$ cat config.mk
export PLATFORM = sky130hd
export DESIGN_NAME = cil_core_irq
export DESIGN_NICKNAME = d
export VERILOG_FILES = /design/src/cil_pkg.sv /design/src/cil_core_irq.sv /design/src/cil_sync.sv
export SDC_FILE = /design/constraint.sdc
export NUM_CORES = 1
export LEC_CHECK = 0
export BUFFER_PORTS_ARGS = -buffer_cell sky130_fd_sc_hd__buf_2
export CELL_PAD_IN_SITES_DETAIL_PLACEMENT = 1
export CELL_PAD_IN_SITES_GLOBAL_PLACEMENT = 2
export CORE_MARGIN = 1.5
export CORE_UTILIZATION = 29
export DETAILED_ROUTE_END_ITERATION = 8
export GPL_TIMING_DRIVEN = 1
export PLACE_DENSITY = 0.84
export SYNTH_ARGS = -nofsm -noshare
export SYNTH_HDL_FRONTEND = slang
export SYNTH_SLANG_ARGS = --single-unit
$ cat constraint.sdc
create_clock -name clock -period 2.1 [get_ports clock]
set_input_delay 0.105 -clock clock [delete_from_list [all_inputs] [get_ports clock]]
set_output_delay 0.105 -clock clock [all_outputs]
set_load 0.005 [all_outputs]
$ cat src/cil_pkg.sv
// package of constants and carriers for the core interrupt logic
// assumes one core clock; instruction cycle boundaries are marked by the core
package cil_pkg;

  // ----------------------------------------------------------------
  // control register field positions
  // ----------------------------------------------------------------
  localparam int unsigned CTRL_GIE_BIT = 7;   // global_irq_enable
  localparam int unsigned CTRL_PERIPH_GROUP_ENABLE_BIT = 6;  // periph_group_enable
  localparam int unsigned CTRL_T0IE_BIT = 5;  // timer_zero overflow enable
  localparam int unsigned CTRL_INTE_BIT = 4;  // ext_irq_pin enable
  localparam int unsigned CTRL_RBIE_BIT = 3;  // port_b_upper_pins change enable
  localparam int unsigned CTRL_T0IF_BIT = 2;  // timer_zero overflow flag
  localparam int unsigned CTRL_INTF_BIT = 1;  // ext_irq_pin flag
  localparam int unsigned CTRL_RBIF_BIT = 0;  // port change flag

  // ----------------------------------------------------------------
  // peripheral flag / enable field positions
  // ----------------------------------------------------------------
  localparam int unsigned PERIPH_CMP_BIT = 6; // cmp_change_flag / cmp_change_enable

  // ----------------------------------------------------------------
  // reset values and vector
  // ----------------------------------------------------------------
  localparam logic [7:0] CTRL_RST = 8'h00;
  localparam logic [7:0] PERIPH_RST = 8'h00;
  localparam logic [12:0] IRQ_VECTOR = 13'h0004;
  localparam int unsigned SYNC_STAGES = 2;

  // software write carrier: strobe plus byte
  typedef struct packed {
    logic en;
    logic [7:0] data;
  } cil_wr_s;

  // vectoring sequencer states
  typedef enum logic [0:0] {
    CIL_RUN,
    CIL_SLEEP
  } cil_state_e;

endpackage : cil_pkg

$ cat src/cil_core_irq.sv
// core interrupt logic: flags, masks, global enable and vectoring
// assumes the core pulses cycle_strobe once per instruction cycle and obeys irq_take
//
// Overview of operation
// - four sources: pin, timer, port change, comparator
// - global enable bit 7 gates all requests
// - reset clears the global enable
// - per-source enable masks its request
// - return instruction sets global enable again
// - pin, port, timer flags in control register
// - comparator flag and enable in peripheral registers
// - taking clears enable, pushes PC, vectors 0004h
// - all flags stay readable for polling
// - pin events vector within three-four cycles
// - flags set regardless of any enable
// - enable clear drops next-cycle vectoring
// - no-operation follows an enable clear
// - dropped requests stay pending until re-enabled
// - only return address saved on entry
// - comparator needs its enable and group enable
// - sleep wake runs PC+1, then vectors only if global enable set
`timescale 1ns/1ps
module cil_core_irq (
  // clock and reset
  input wire logic clock,
  input wire logic arst_n,
  // event sources
  input wire logic ext_irq_pin,
  input wire logic [3:0] port_b_upper_pins,
  input wire logic timer_zero_ovf,
  input wire logic [1:0] cmp_out,
  // mismatch refresh strobes from register reads
  input wire logic port_b_access,
  input wire logic cmp_access,
  // software writes
  input wire cil_pkg::cil_wr_s ctrl_wr,
  input wire cil_pkg::cil_wr_s pflag_wr,
  input wire cil_pkg::cil_wr_s penable_wr,
  // core sequencing
  input wire logic cycle_strobe,
  input wire logic return_from_irq_instr,
  input wire logic sleep_mode,
  // register read-back
  output logic [7:0] irq_control_reg,
  output logic [7:0] periph_flag_reg,
  output logic [7:0] periph_enable_reg,
  // core control
  output logic irq_request,
  output logic irq_take,
  output logic [12:0] irq_vector,
  output logic force_nop,
  output logic wake_up
);

  // ----------------------------------------------------------------
  // pin synchronisation
  // ----------------------------------------------------------------
  logic [6:0] pins_sync; // {cmp, port_b, ext}

  cil_sync #(.WIDTH(7)) u_sync (
    .clock(clock),
    .arst_n(arst_n),
    .async_in({cmp_out, port_b_upper_pins, ext_irq_pin}),
    .sync_out(pins_sync)
  );

  // ----------------------------------------------------------------
  // event detection state
  // ----------------------------------------------------------------
  logic ext_prev_r, ext_prev_nxt;         // last pin level for edge detect
  logic [3:0] pb_latch_r, pb_latch_nxt;   // port value at last access
  logic [1:0] cmp_latch_r, cmp_latch_nxt; // comparator value at last access
  logic ev_ext, ev_pb, ev_cmp;            // event conditions this cycle

  // edge and mismatch detection, latches refreshed by access strobes
  always_comb begin
    ext_prev_nxt = pins_sync[0];
    pb_latch_nxt = port_b_access ? pins_sync[4:1] : pb_latch_r;
    cmp_latch_nxt = cmp_access ? pins_sync[6:5] : cmp_latch_r;
    ev_ext = pins_sync[0] & ~ext_prev_r;
    ev_pb = (pins_sync[4:1] != pb_latch_r);
    ev_cmp = (pins_sync[6:5] != cmp_latch_r);
  end

  // register event detection state
  always_ff @(posedge clock or negedge arst_n) begin
    if (!arst_n) begin
      ext_prev_r <= 1'b0;
      pb_latch_r <= 4'h0;
      cmp_latch_r <= 2'h0;
    end else begin
      ext_prev_r <= ext_prev_nxt;
      pb_latch_r <= pb_latch_nxt;
      cmp_latch_r <= cmp_latch_nxt;
    end
  end

  // ----------------------------------------------------------------
  // registers: enables, flags, global enable
  // ----------------------------------------------------------------
  logic gie_r, gie_nxt;           // global_irq_enable
  logic [6:0] ctrl_r, ctrl_nxt;   // control bits 6..0
  logic cmp_flag_r, cmp_flag_nxt; // cmp_change_flag
  logic cmp_en_r, cmp_en_nxt;     // cmp_change_enable
  logic take_now;                 // vectoring this cycle
  logic gie_clear_ev;             // an instruction clears the enable

  // next register values
  always_comb begin
    // software writes land first, then events or in
    ctrl_nxt = ctrl_wr.en ? ctrl_wr.data[6:0] : ctrl_r;
    ctrl_nxt[cil_pkg::CTRL_INTF_BIT] = ctrl_nxt[cil_pkg::CTRL_INTF_BIT] | ev_ext;
    ctrl_nxt[cil_pkg::CTRL_RBIF_BIT] = ctrl_nxt[cil_pkg::CTRL_RBIF_BIT] | ev_pb;
    ctrl_nxt[cil_pkg::CTRL_T0IF_BIT] = ctrl_nxt[cil_pkg::CTRL_T0IF_BIT] | timer_zero_ovf;
    // comparator flag and enable in peripheral registers
    cmp_flag_nxt = (pflag_wr.en ? pflag_wr.data[cil_pkg::PERIPH_CMP_BIT] : cmp_flag_r) | ev_cmp;
    cmp_en_nxt = penable_wr.en ? penable_wr.data[cil_pkg::PERIPH_CMP_BIT] : cmp_en_r;
    // global enable: write, then return, then taking wins
    gie_nxt = gie_r;
    if (ctrl_wr.en) begin
      gie_nxt = ctrl_wr.data[cil_pkg::CTRL_GIE_BIT];
    end
    if (return_from_irq_instr) begin
      gie_nxt = 1'b1;
    end
    if (take_now) begin
      gie_nxt = 1'b0;
    end
    // instruction-driven clear of a set enable
    gie_clear_ev = gie_r & ctrl_wr.en & ~ctrl_wr.data[cil_pkg::CTRL_GIE_BIT];
  end

  // reset clears global enable and all bits
  always_ff @(posedge clock or negedge arst_n) begin
    if (!arst_n) begin
      gie_r <= cil_pkg::CTRL_RST[cil_pkg::CTRL_GIE_BIT];
      ctrl_r <= cil_pkg::CTRL_RST[6:0];
      cmp_flag_r <= cil_pkg::PERIPH_RST[cil_pkg::PERIPH_CMP_BIT];
      cmp_en_r <= cil_pkg::PERIPH_RST[cil_pkg::PERIPH_CMP_BIT];
    end else begin
      gie_r <= gie_nxt;
      ctrl_r <= ctrl_nxt;
      cmp_flag_r <= cmp_flag_nxt;
      cmp_en_r <= cmp_en_nxt;
    end
  end

  // ----------------------------------------------------------------
  // request combining
  // ----------------------------------------------------------------
  logic src_any; // any enabled source, ignoring global enable
  logic req;     // gated request

  always_comb begin
    // comparator needs its enable and group enable
    src_any = (ctrl_r[cil_pkg::CTRL_T0IE_BIT] & ctrl_r[cil_pkg::CTRL_T0IF_BIT])
            | (ctrl_r[cil_pkg::CTRL_INTE_BIT] & ctrl_r[cil_pkg::CTRL_INTF_BIT])
            | (ctrl_r[cil_pkg::CTRL_RBIE_BIT] & ctrl_r[cil_pkg::CTRL_RBIF_BIT])
            | (ctrl_r[cil_pkg::CTRL_PERIPH_GROUP_ENABLE_BIT] & cmp_en_r & cmp_flag_r);
    req = gie_r & src_any;
  end

  // ----------------------------------------------------------------
  // vectoring sequencer
  // ----------------------------------------------------------------
  cil_pkg::cil_state_e state_r, state_nxt;
  logic armed_r, armed_nxt;       // request seen at previous boundary
  logic suppress_r, suppress_nxt; // next boundary vectoring dropped
  logic take_r, take_nxt;         // one-cycle take pulse
  logic nop_r, nop_nxt;           // no-operation for one instruction
  logic wake_r, wake_nxt;         // wake pulse to core

  // boundary-based arming, take and sleep wake
  always_comb begin
    state_nxt = state_r;
    armed_nxt = armed_r;
    suppress_nxt = suppress_r | gie_clear_ev;
    nop_nxt = nop_r | gie_clear_ev;
    wake_nxt = 1'b0;
    take_now = 1'b0;
    case (state_r)
      cil_pkg::CIL_RUN: begin
        if (sleep_mode) begin
          state_nxt = cil_pkg::CIL_SLEEP;
          armed_nxt = 1'b0;
        end else if (cycle_strobe) begin
          nop_nxt = gie_clear_ev;
          suppress_nxt = 1'b0;
          // drop vectoring after an enable clear
          if (suppress_r || gie_clear_ev) begin
            armed_nxt = 1'b0;
          // armed one boundary, taken at the next
          end else if (armed_r && req) begin
            take_now = 1'b1;
            armed_nxt = 1'b0;
          end else begin
            armed_nxt = req;
          end
        end
      end
      cil_pkg::CIL_SLEEP: begin
        // wake, then PC+1 runs before arming vectors
        if (!sleep_mode) begin
          // core already awake, resume without a second wake pulse
          state_nxt = cil_pkg::CIL_RUN;
        end else if (src_any) begin
          wake_nxt = 1'b1;
          state_nxt = cil_pkg::CIL_RUN;
          armed_nxt = 1'b0;
        end
      end
      default: begin
        state_nxt = cil_pkg::CIL_RUN;
      end
    endcase
    take_nxt = take_now;
  end

  // register sequencer state
  always_ff @(posedge clock or negedge arst_n) begin
    if (!arst_n) begin
      state_r <= cil_pkg::CIL_RUN;
      armed_r <= 1'b0;
      suppress_r <= 1'b0;
      take_r <= 1'b0;
      nop_r <= 1'b0;
      wake_r <= 1'b0;
    end else begin
      state_r <= state_nxt;
      armed_r <= armed_nxt;
      suppress_r <= suppress_nxt;
      take_r <= take_nxt;
      nop_r <= nop_nxt;
      wake_r <= wake_nxt;
    end
  end

  // ----------------------------------------------------------------
  // outputs, each from flops
  // ----------------------------------------------------------------
  logic req_r; // registered request level
  logic [12:0] vec_r; // vector address, held in a flop like every output

  // register request level
  always_ff @(posedge clock or negedge arst_n) begin
    if (!arst_n) begin
      req_r <= 1'b0;
      vec_r <= cil_pkg::IRQ_VECTOR;
    end else begin
      req_r <= req;
      vec_r <= cil_pkg::IRQ_VECTOR;
    end
  end

  assign irq_control_reg = {gie_r, ctrl_r};
  assign periph_flag_reg = {1'b0, cmp_flag_r, 6'h00};
  assign periph_enable_reg = {1'b0, cmp_en_r, 6'h00};
  assign irq_request = req_r;
  // take pulse tells core to push PC and load vector
  // no other context is saved here
  assign irq_take = take_r;
  assign irq_vector = vec_r;
  assign force_nop = nop_r;
  assign wake_up = wake_r;

endmodule : cil_core_irq

$ cat src/cil_sync.sv
// two-flop synchroniser bank for asynchronous pin levels
// assumes a single destination clock and async active-low reset
`timescale 1ns/1ps
module cil_sync #(
  parameter int unsigned WIDTH = 1
) (
  // clock and reset
  input wire logic clock,
  input wire logic arst_n,
  // async levels in, synchronised levels out
  input wire logic [WIDTH-1:0] async_in,
  output logic [WIDTH-1:0] sync_out
);

  // ----------------------------------------------------------------
  // per-bit two stage chain
  // ----------------------------------------------------------------
  genvar gi;
  generate
    for (gi = 0; gi < WIDTH; gi = gi + 1) begin : g_bit
      logic meta_r; // first stage, read only by second stage
      logic hold_r; // second stage
      always_ff @(posedge clock or negedge arst_n) begin
        if (!arst_n) begin
          meta_r <= 1'b0;
          hold_r <= 1'b0;
        end else begin
          meta_r <= async_in[gi];
          hold_r <= meta_r;
        end
      end
      assign sync_out[gi] = hold_r;
    end
  endgenerate

endmodule : cil_sync
# Word level (Yosys, flattened, before mapping)
# Index checks and enable logic that the tools add are counted.
[classes]
mux = 30
bitwise_logic = 21
n_reduce_logical = 4
eq_ne = 5
[ops]
columns = ["op", "n"]
rows = [
  ["$mux W1", 27],
  ["$and A1 B1 Y1", 9],
  ["$or A1 B1 Y1", 9],
  ["$ne A2 B2 Y1 const B", 2],
  ["$ne A4 B4 Y1", 1],
  ["$pmux W1 S2", 2],
  ["$mux W3", 1],
  ["$ne A3 B3 Y1 const B", 1],
  ["$not A1 Y1", 3],
  ["$reduce_and A3 Y1", 1],
  ["$reduce_bool A3 Y1", 1],
  ["$ne A2 B2 Y1", 1],
  ["$logic_and A1 B1 Y1", 1],
  ["$logic_or A1 B1 Y1", 1],
]
[word_totals]
elab_cells = 89
register_bits = 38
out_inout_bits = 41

# Depth between registers and ports, before layout
[logic_depth]
depth_word = 12
ltp_mapped = 4
depth_no_buf = 3

# Cells and area by module
# From an unflattened synthesis, not the netlist that was laid out.
[hier_totals]
cells_unflattened = 129
area_unflattened_um2 = 1634.1
[by_module_without_submodules]
columns = ["module", "cells_per_inst", "seq_area_each_um2", "instances", "area_per_inst_um2"]
rows = [
  ["cil_core_irq", 108, 600.6, 1, 1231.2],
  ["cil_sync", 21, 350.3, 1, 402.9],
]

# Worst setup path before layout
# No wires, ideal clock.
[synth_path]
path_type = "register -> register"
start = "reg ctrl_r[0]"
end = "reg armed_r"
slack_ns = 0.862
synth_period_minus_slack_ns = 1.238
arrival_ns = 1.104
path_stages_with_launch = 4
setup_ns = 0.134
path_cell_list = "dfrtp_1 a222oi_1 a21o_2 o311ai_1"
[synth_via]
elab_chain_len = 10
word_cells_on_any_way = 12
cone_classes = "eq/ne (1); mux (5); bitwise (4); reduce/logical (2)"
[synth_lines]
columns = ["element", "line_no", "rtl"]
rows = [
  ["from (decl)", "cil_core_irq.sv:102", "logic [6:0] ctrl_r, ctrl_nxt;"],
  ["from (signal assigned)", "cil_core_irq.sv:137", "ctrl_r <= cil_pkg::CTRL_RST[6:0];"],
  ["from (signal assigned)", "cil_core_irq.sv:142", "ctrl_r <= ctrl_nxt;"],
  ["$and A1 B1 Y1 (*)", "cil_core_irq.sv:158", "| (ctrl_r[cil_pkg::CTRL_RBIE_BIT] & ctrl_r[cil_pkg::CTRL_RBIF_BIT])"],
  ["$or A1 B1 Y1 (*)", "cil_core_irq.sv:158", ""],
  ["$or A1 B1 Y1 (*)", "cil_core_irq.sv:159", "| (ctrl_r[cil_pkg::CTRL_PERIPH_GROUP_ENABLE_BIT] & cmp_en_r & cmp_flag_r);"],
  ["$and A1 B1 Y1", "cil_core_irq.sv:160", "req = gie_r & src_any;"],
  ["$logic_and A1 B1 Y1", "cil_core_irq.sv:193", "end else if (armed_r && req) begin"],
  ["$mux W1", "cil_core_irq.sv:193", ""],
  ["$mux W1", "cil_core_irq.sv:190", "if (suppress_r || gie_clear_ev) begin"],
  ["$mux W1", "cil_core_irq.sv:186", "end else if (cycle_strobe) begin"],
  ["$mux W1", "cil_core_irq.sv:183", "if (sleep_mode) begin"],
  ["$pmux W1 S2", "cil_core_irq.sv:181", "case (state_r)"],
  ["to (signal assigned)", "cil_core_irq.sv:230", "armed_r <= armed_nxt;"],
  ["to (decl)", "cil_core_irq.sv:167", "logic armed_r, armed_nxt;"],
]
# Every way passes the cells marked *; elsewhere a longest branch is shown, timed or not. The select of a mux whose other input is x is not followed.
# A chain may end at the register's enable or synchronous reset.

# Worst setup path in the final report
# Ends and elaborated chain as after synthesis.

==> impl_metrics.yaml <==
final_layout:
  drive_above_1_share_pct: 36.2
  final_common_cell: "buf_2"
  final_util_pct: 38.0
  area_growth_pct: 24.3
  fin_area_um2: 1970
  diodes: 0
  fillers: 594
  final_cell_mix: "buf_2, dfrtp_1, conb_1, mux2_2, dlygate4sd3_1"
  nets: 215
  final_cells: 244
sta:
  skew_ns: 0.00589
  timing.final.crit_share_pct: 68.2
  tightest_slew_ns: 0.840
  finalSetupTns_ns: 0
  fin_crit_ns: 1.43
  hold_slack_ns: 0.0281
  clock.fmax_mhz: 698
  hold_viol: 0
  slew_violations: 0
  setup-violations-final: 0
  rsz0062_at_grt: "false"
  worst_slew_margin_rel_pct: 44.0
synthesis:
  yosys-top-cells-area: "dfrtp_1, buf_4, mux2_2"
  yosysWarnings: 0
  synth_area_per_cell_um2: 13.0
  ys_types: 25
  yosysTopAreaCellShare_pct: 60.1
  syn_area_um2: 1580
  syn_inst: 122
  synth-seq-cells: 38
  yosysSeqAreaShare_pct: 60.1
  synth_top_area_cell: "dfrtp_1"
cts:
  clk_latency_ns: 0.29
  cts_sinks: 38
  max-clock-path-buffers: 2
  cts_setup_buffers: 0
  cts_buffers: 5
  path_clk_slew_ns: 0.07
  clock-root-buffer: "clkbuf_8"
  cts_tree: "done"
  h-tree-depth: 2
run_status:
  status: "completed"
run:
  maxCapViolations: 0
detailed_routing:
  routed_wirelength_um: 2690
  drtPass1Iterations: 4
  dr.first_iter.drc_count: 39
  ant_nets: 0
  via_per_inst: 4.05
  wl_per_cell_um: 11.0
  drc_errors: 0
  vias: 989
place:
  place_area_um2: 1740
  gp_congestion: 0.726
  dp.cells: 227
  port_buffers: 41
  dp_hpwl_um: 1950
power:
  p_leak_nw: 0.953
  powerDensity_nw_per_um2: 883
  ir_worst_vdd_v: 0.000441
setup_path:
  cp_data_arrival_time_ns: 1.60
  crit_path_end_kind: "register"
  rr_startpoint: "ctrl_r[0]$_DFF_PN0_"
  r2r.worst_path.cells: 3
  path_class: "register to register"
  regToRegEndpoint: "armed_r$_DFFE_PN0P_"
  rrSetupSlack_ns: 0.67
  critPathMaxFanout: 4
  crit_path_start_kind: "register"
  crit_required_ns: 2.26
worst_hold_path:
  worst_hold_path.endpoint: "ctrl_r[2]$_DFF_PN0_"
  hold_start: "ctrl_wr[2]"
  hold_depth: 2
  hp-class: "primary input to register"
floorplan:
  die_h_um: 76.8
  start_util_pct: 30.6
  core-area_um2: 5170
  pin_count: 83
  die_area_um2: 5910
  rows: 26
  die_x_um: 76.8
global_route:
  antenna_found_initial: 0
  grt_pass1_vias: 1027
  grt_first_pass_wirelength_um: 4550
  grtUsageTotal_pct: 10.2
  grt-ovfl-total: 0
  grt_max_degree: 39
## power breakdown
| part | switching, W | leakage, nW | internal, W |
|---|---|---|---|
| combinational | 0.0000853 | 0.445 | 0.0000918 |
| clock | 0.000263 | 0.0683 | 0.000476 |
| sequential | 0.0000319 | 0.439 | 0.000788 |
## critical path, stage by stage (launching register included)
cell	delay, ns
dfrtp_1	0.40
a222oi_1	0.55
a21o_2	0.25
o311ai_1	0.10
## metal layers
| layer | routed length (µm) | GRT usage [%] | part of all wire (%) | up-vias |
|---|---|---|---|---|
| met1 | 1040 | 10.4 | 39 | 483 |
| met2 | 1380 | 18.0 | 51 | 49 |
| met4 | 56 | 5.00 | 2.1 | 0 |
| li1 | - | - | - | 451 |
| met3 | 214 | 4.17 | 7.9 | 6 |
| met5 | 0 | 0 | 0 | - |
## repair_timing
action | 4_1_cts | 5_1_grt
hold endpoints to repair | 46 | 0
gates resized for setup | 0 | 0
hold buffers | 9 | 0
## area by class of cell
class | instances | area (µm²) | share of cell area [%]
multi-input cells | 71 | 468 | 23.8
well taps | 70 | 87.6 | 4.46
repair buffers | 50 | 295 | 15.0
flip-flops and latches | 38 | 951 | 48.4
inverters | 7 | 26.3 | 1.34
clock inverters | 3 | 68.8 | 3.50
clock buffers | 5 | 68.8 | 3.50
## kinds of logic (layout without fill, tap and decap cells)
family          after synthesis  in the layout  synth area share [%]
flops                        38             38                  60.1
mux                          14             14                  9.73
other cells                   2             27                 0.475
buf+inv                      38             65                  16.2
xor+xnor                      6              6                  3.32
compound gates               11             11                  5.30
simple gates                 13             13                  4.83
## stage by stage
step / setup slack [ns] / total power (W)
CTS: 0.598 / 0.00177
global route: 0.545 / 0.00183
detailed placement: 0.630 / 0.00100
finish: 0.667 / 0.00173
global placement: 0.613 / 0.000996
floorplan: 0.862 / 0.000959
## synth_stat cells
library cell  instances
nand3_1               4
xnor2_1               3
buf_4                30
nor3_1                2
mux2i_1               3
nor3b_2               1
a211o_1               2
o21ai_0               3
a222oi_1              1
nand3b_1              1
xor2_1                3
inv_1                 7
mux2_2               11
a21boi_0              1
a21o_2                1
nor2b_1               1
o32a_2                1
nand2_1               2
conb_1                2
o311ai_1              1
buf_2                 1
nand4_1               1
and3_1                1
a21oi_1               1
dfrtp_1              38
## worst max-delay path by stage
stage | slack, ns | start | depth (start not counted) | endpoint
6_report | 0.67 | ctrl_r[0]$_DFF_PN0_ | 3 | armed_r$_DFFE_PN0P_
5_1_grt | 0.54 | ctrl_r[0]$_DFF_PN0_ | 3 | armed_r$_DFFE_PN0P_
4_1_cts | 0.60 | ctrl_r[0]$_DFF_PN0_ | 3 | armed_r$_DFFE_PN0P_
3_5_place_dp | 0.63 | ctrl_r[0]$_DFF_PN0_ | 3 | armed_r$_DFFE_PN0P_
3_3_place_gp | 0.61 | ctrl_r[0]$_DFF_PN0_ | 3 | armed_r$_DFFE_PN0P_
2_1_floorplan | 0.86 | ctrl_r[0]$_DFF_PN0_ | 3 | armed_r$_DFFE_PN0P_
## registers in the layout (all words and copies together), names as in the netlist
| name | count |
|---|---|
| cmp_latch_r | 2 |
| ext_prev_r | 1 |
| ctrl_r | 7 |
| force_nop | 1 |
| wake_up | 1 |
| gie_r | 1 |
| irq_take | 1 |
| cmp_en_r | 1 |
| irq_request | 1 |
| u_sync.g_bit.meta_r | 7 |
| u_sync.g_bit.hold_r | 7 |
| state_r | 1 |
| cmp_flag_r | 1 |
| pb_latch_r | 4 |
| armed_r | 1 |
| suppress_r | 1 |
No activity file was read; power rests on OpenSTA's default activity.
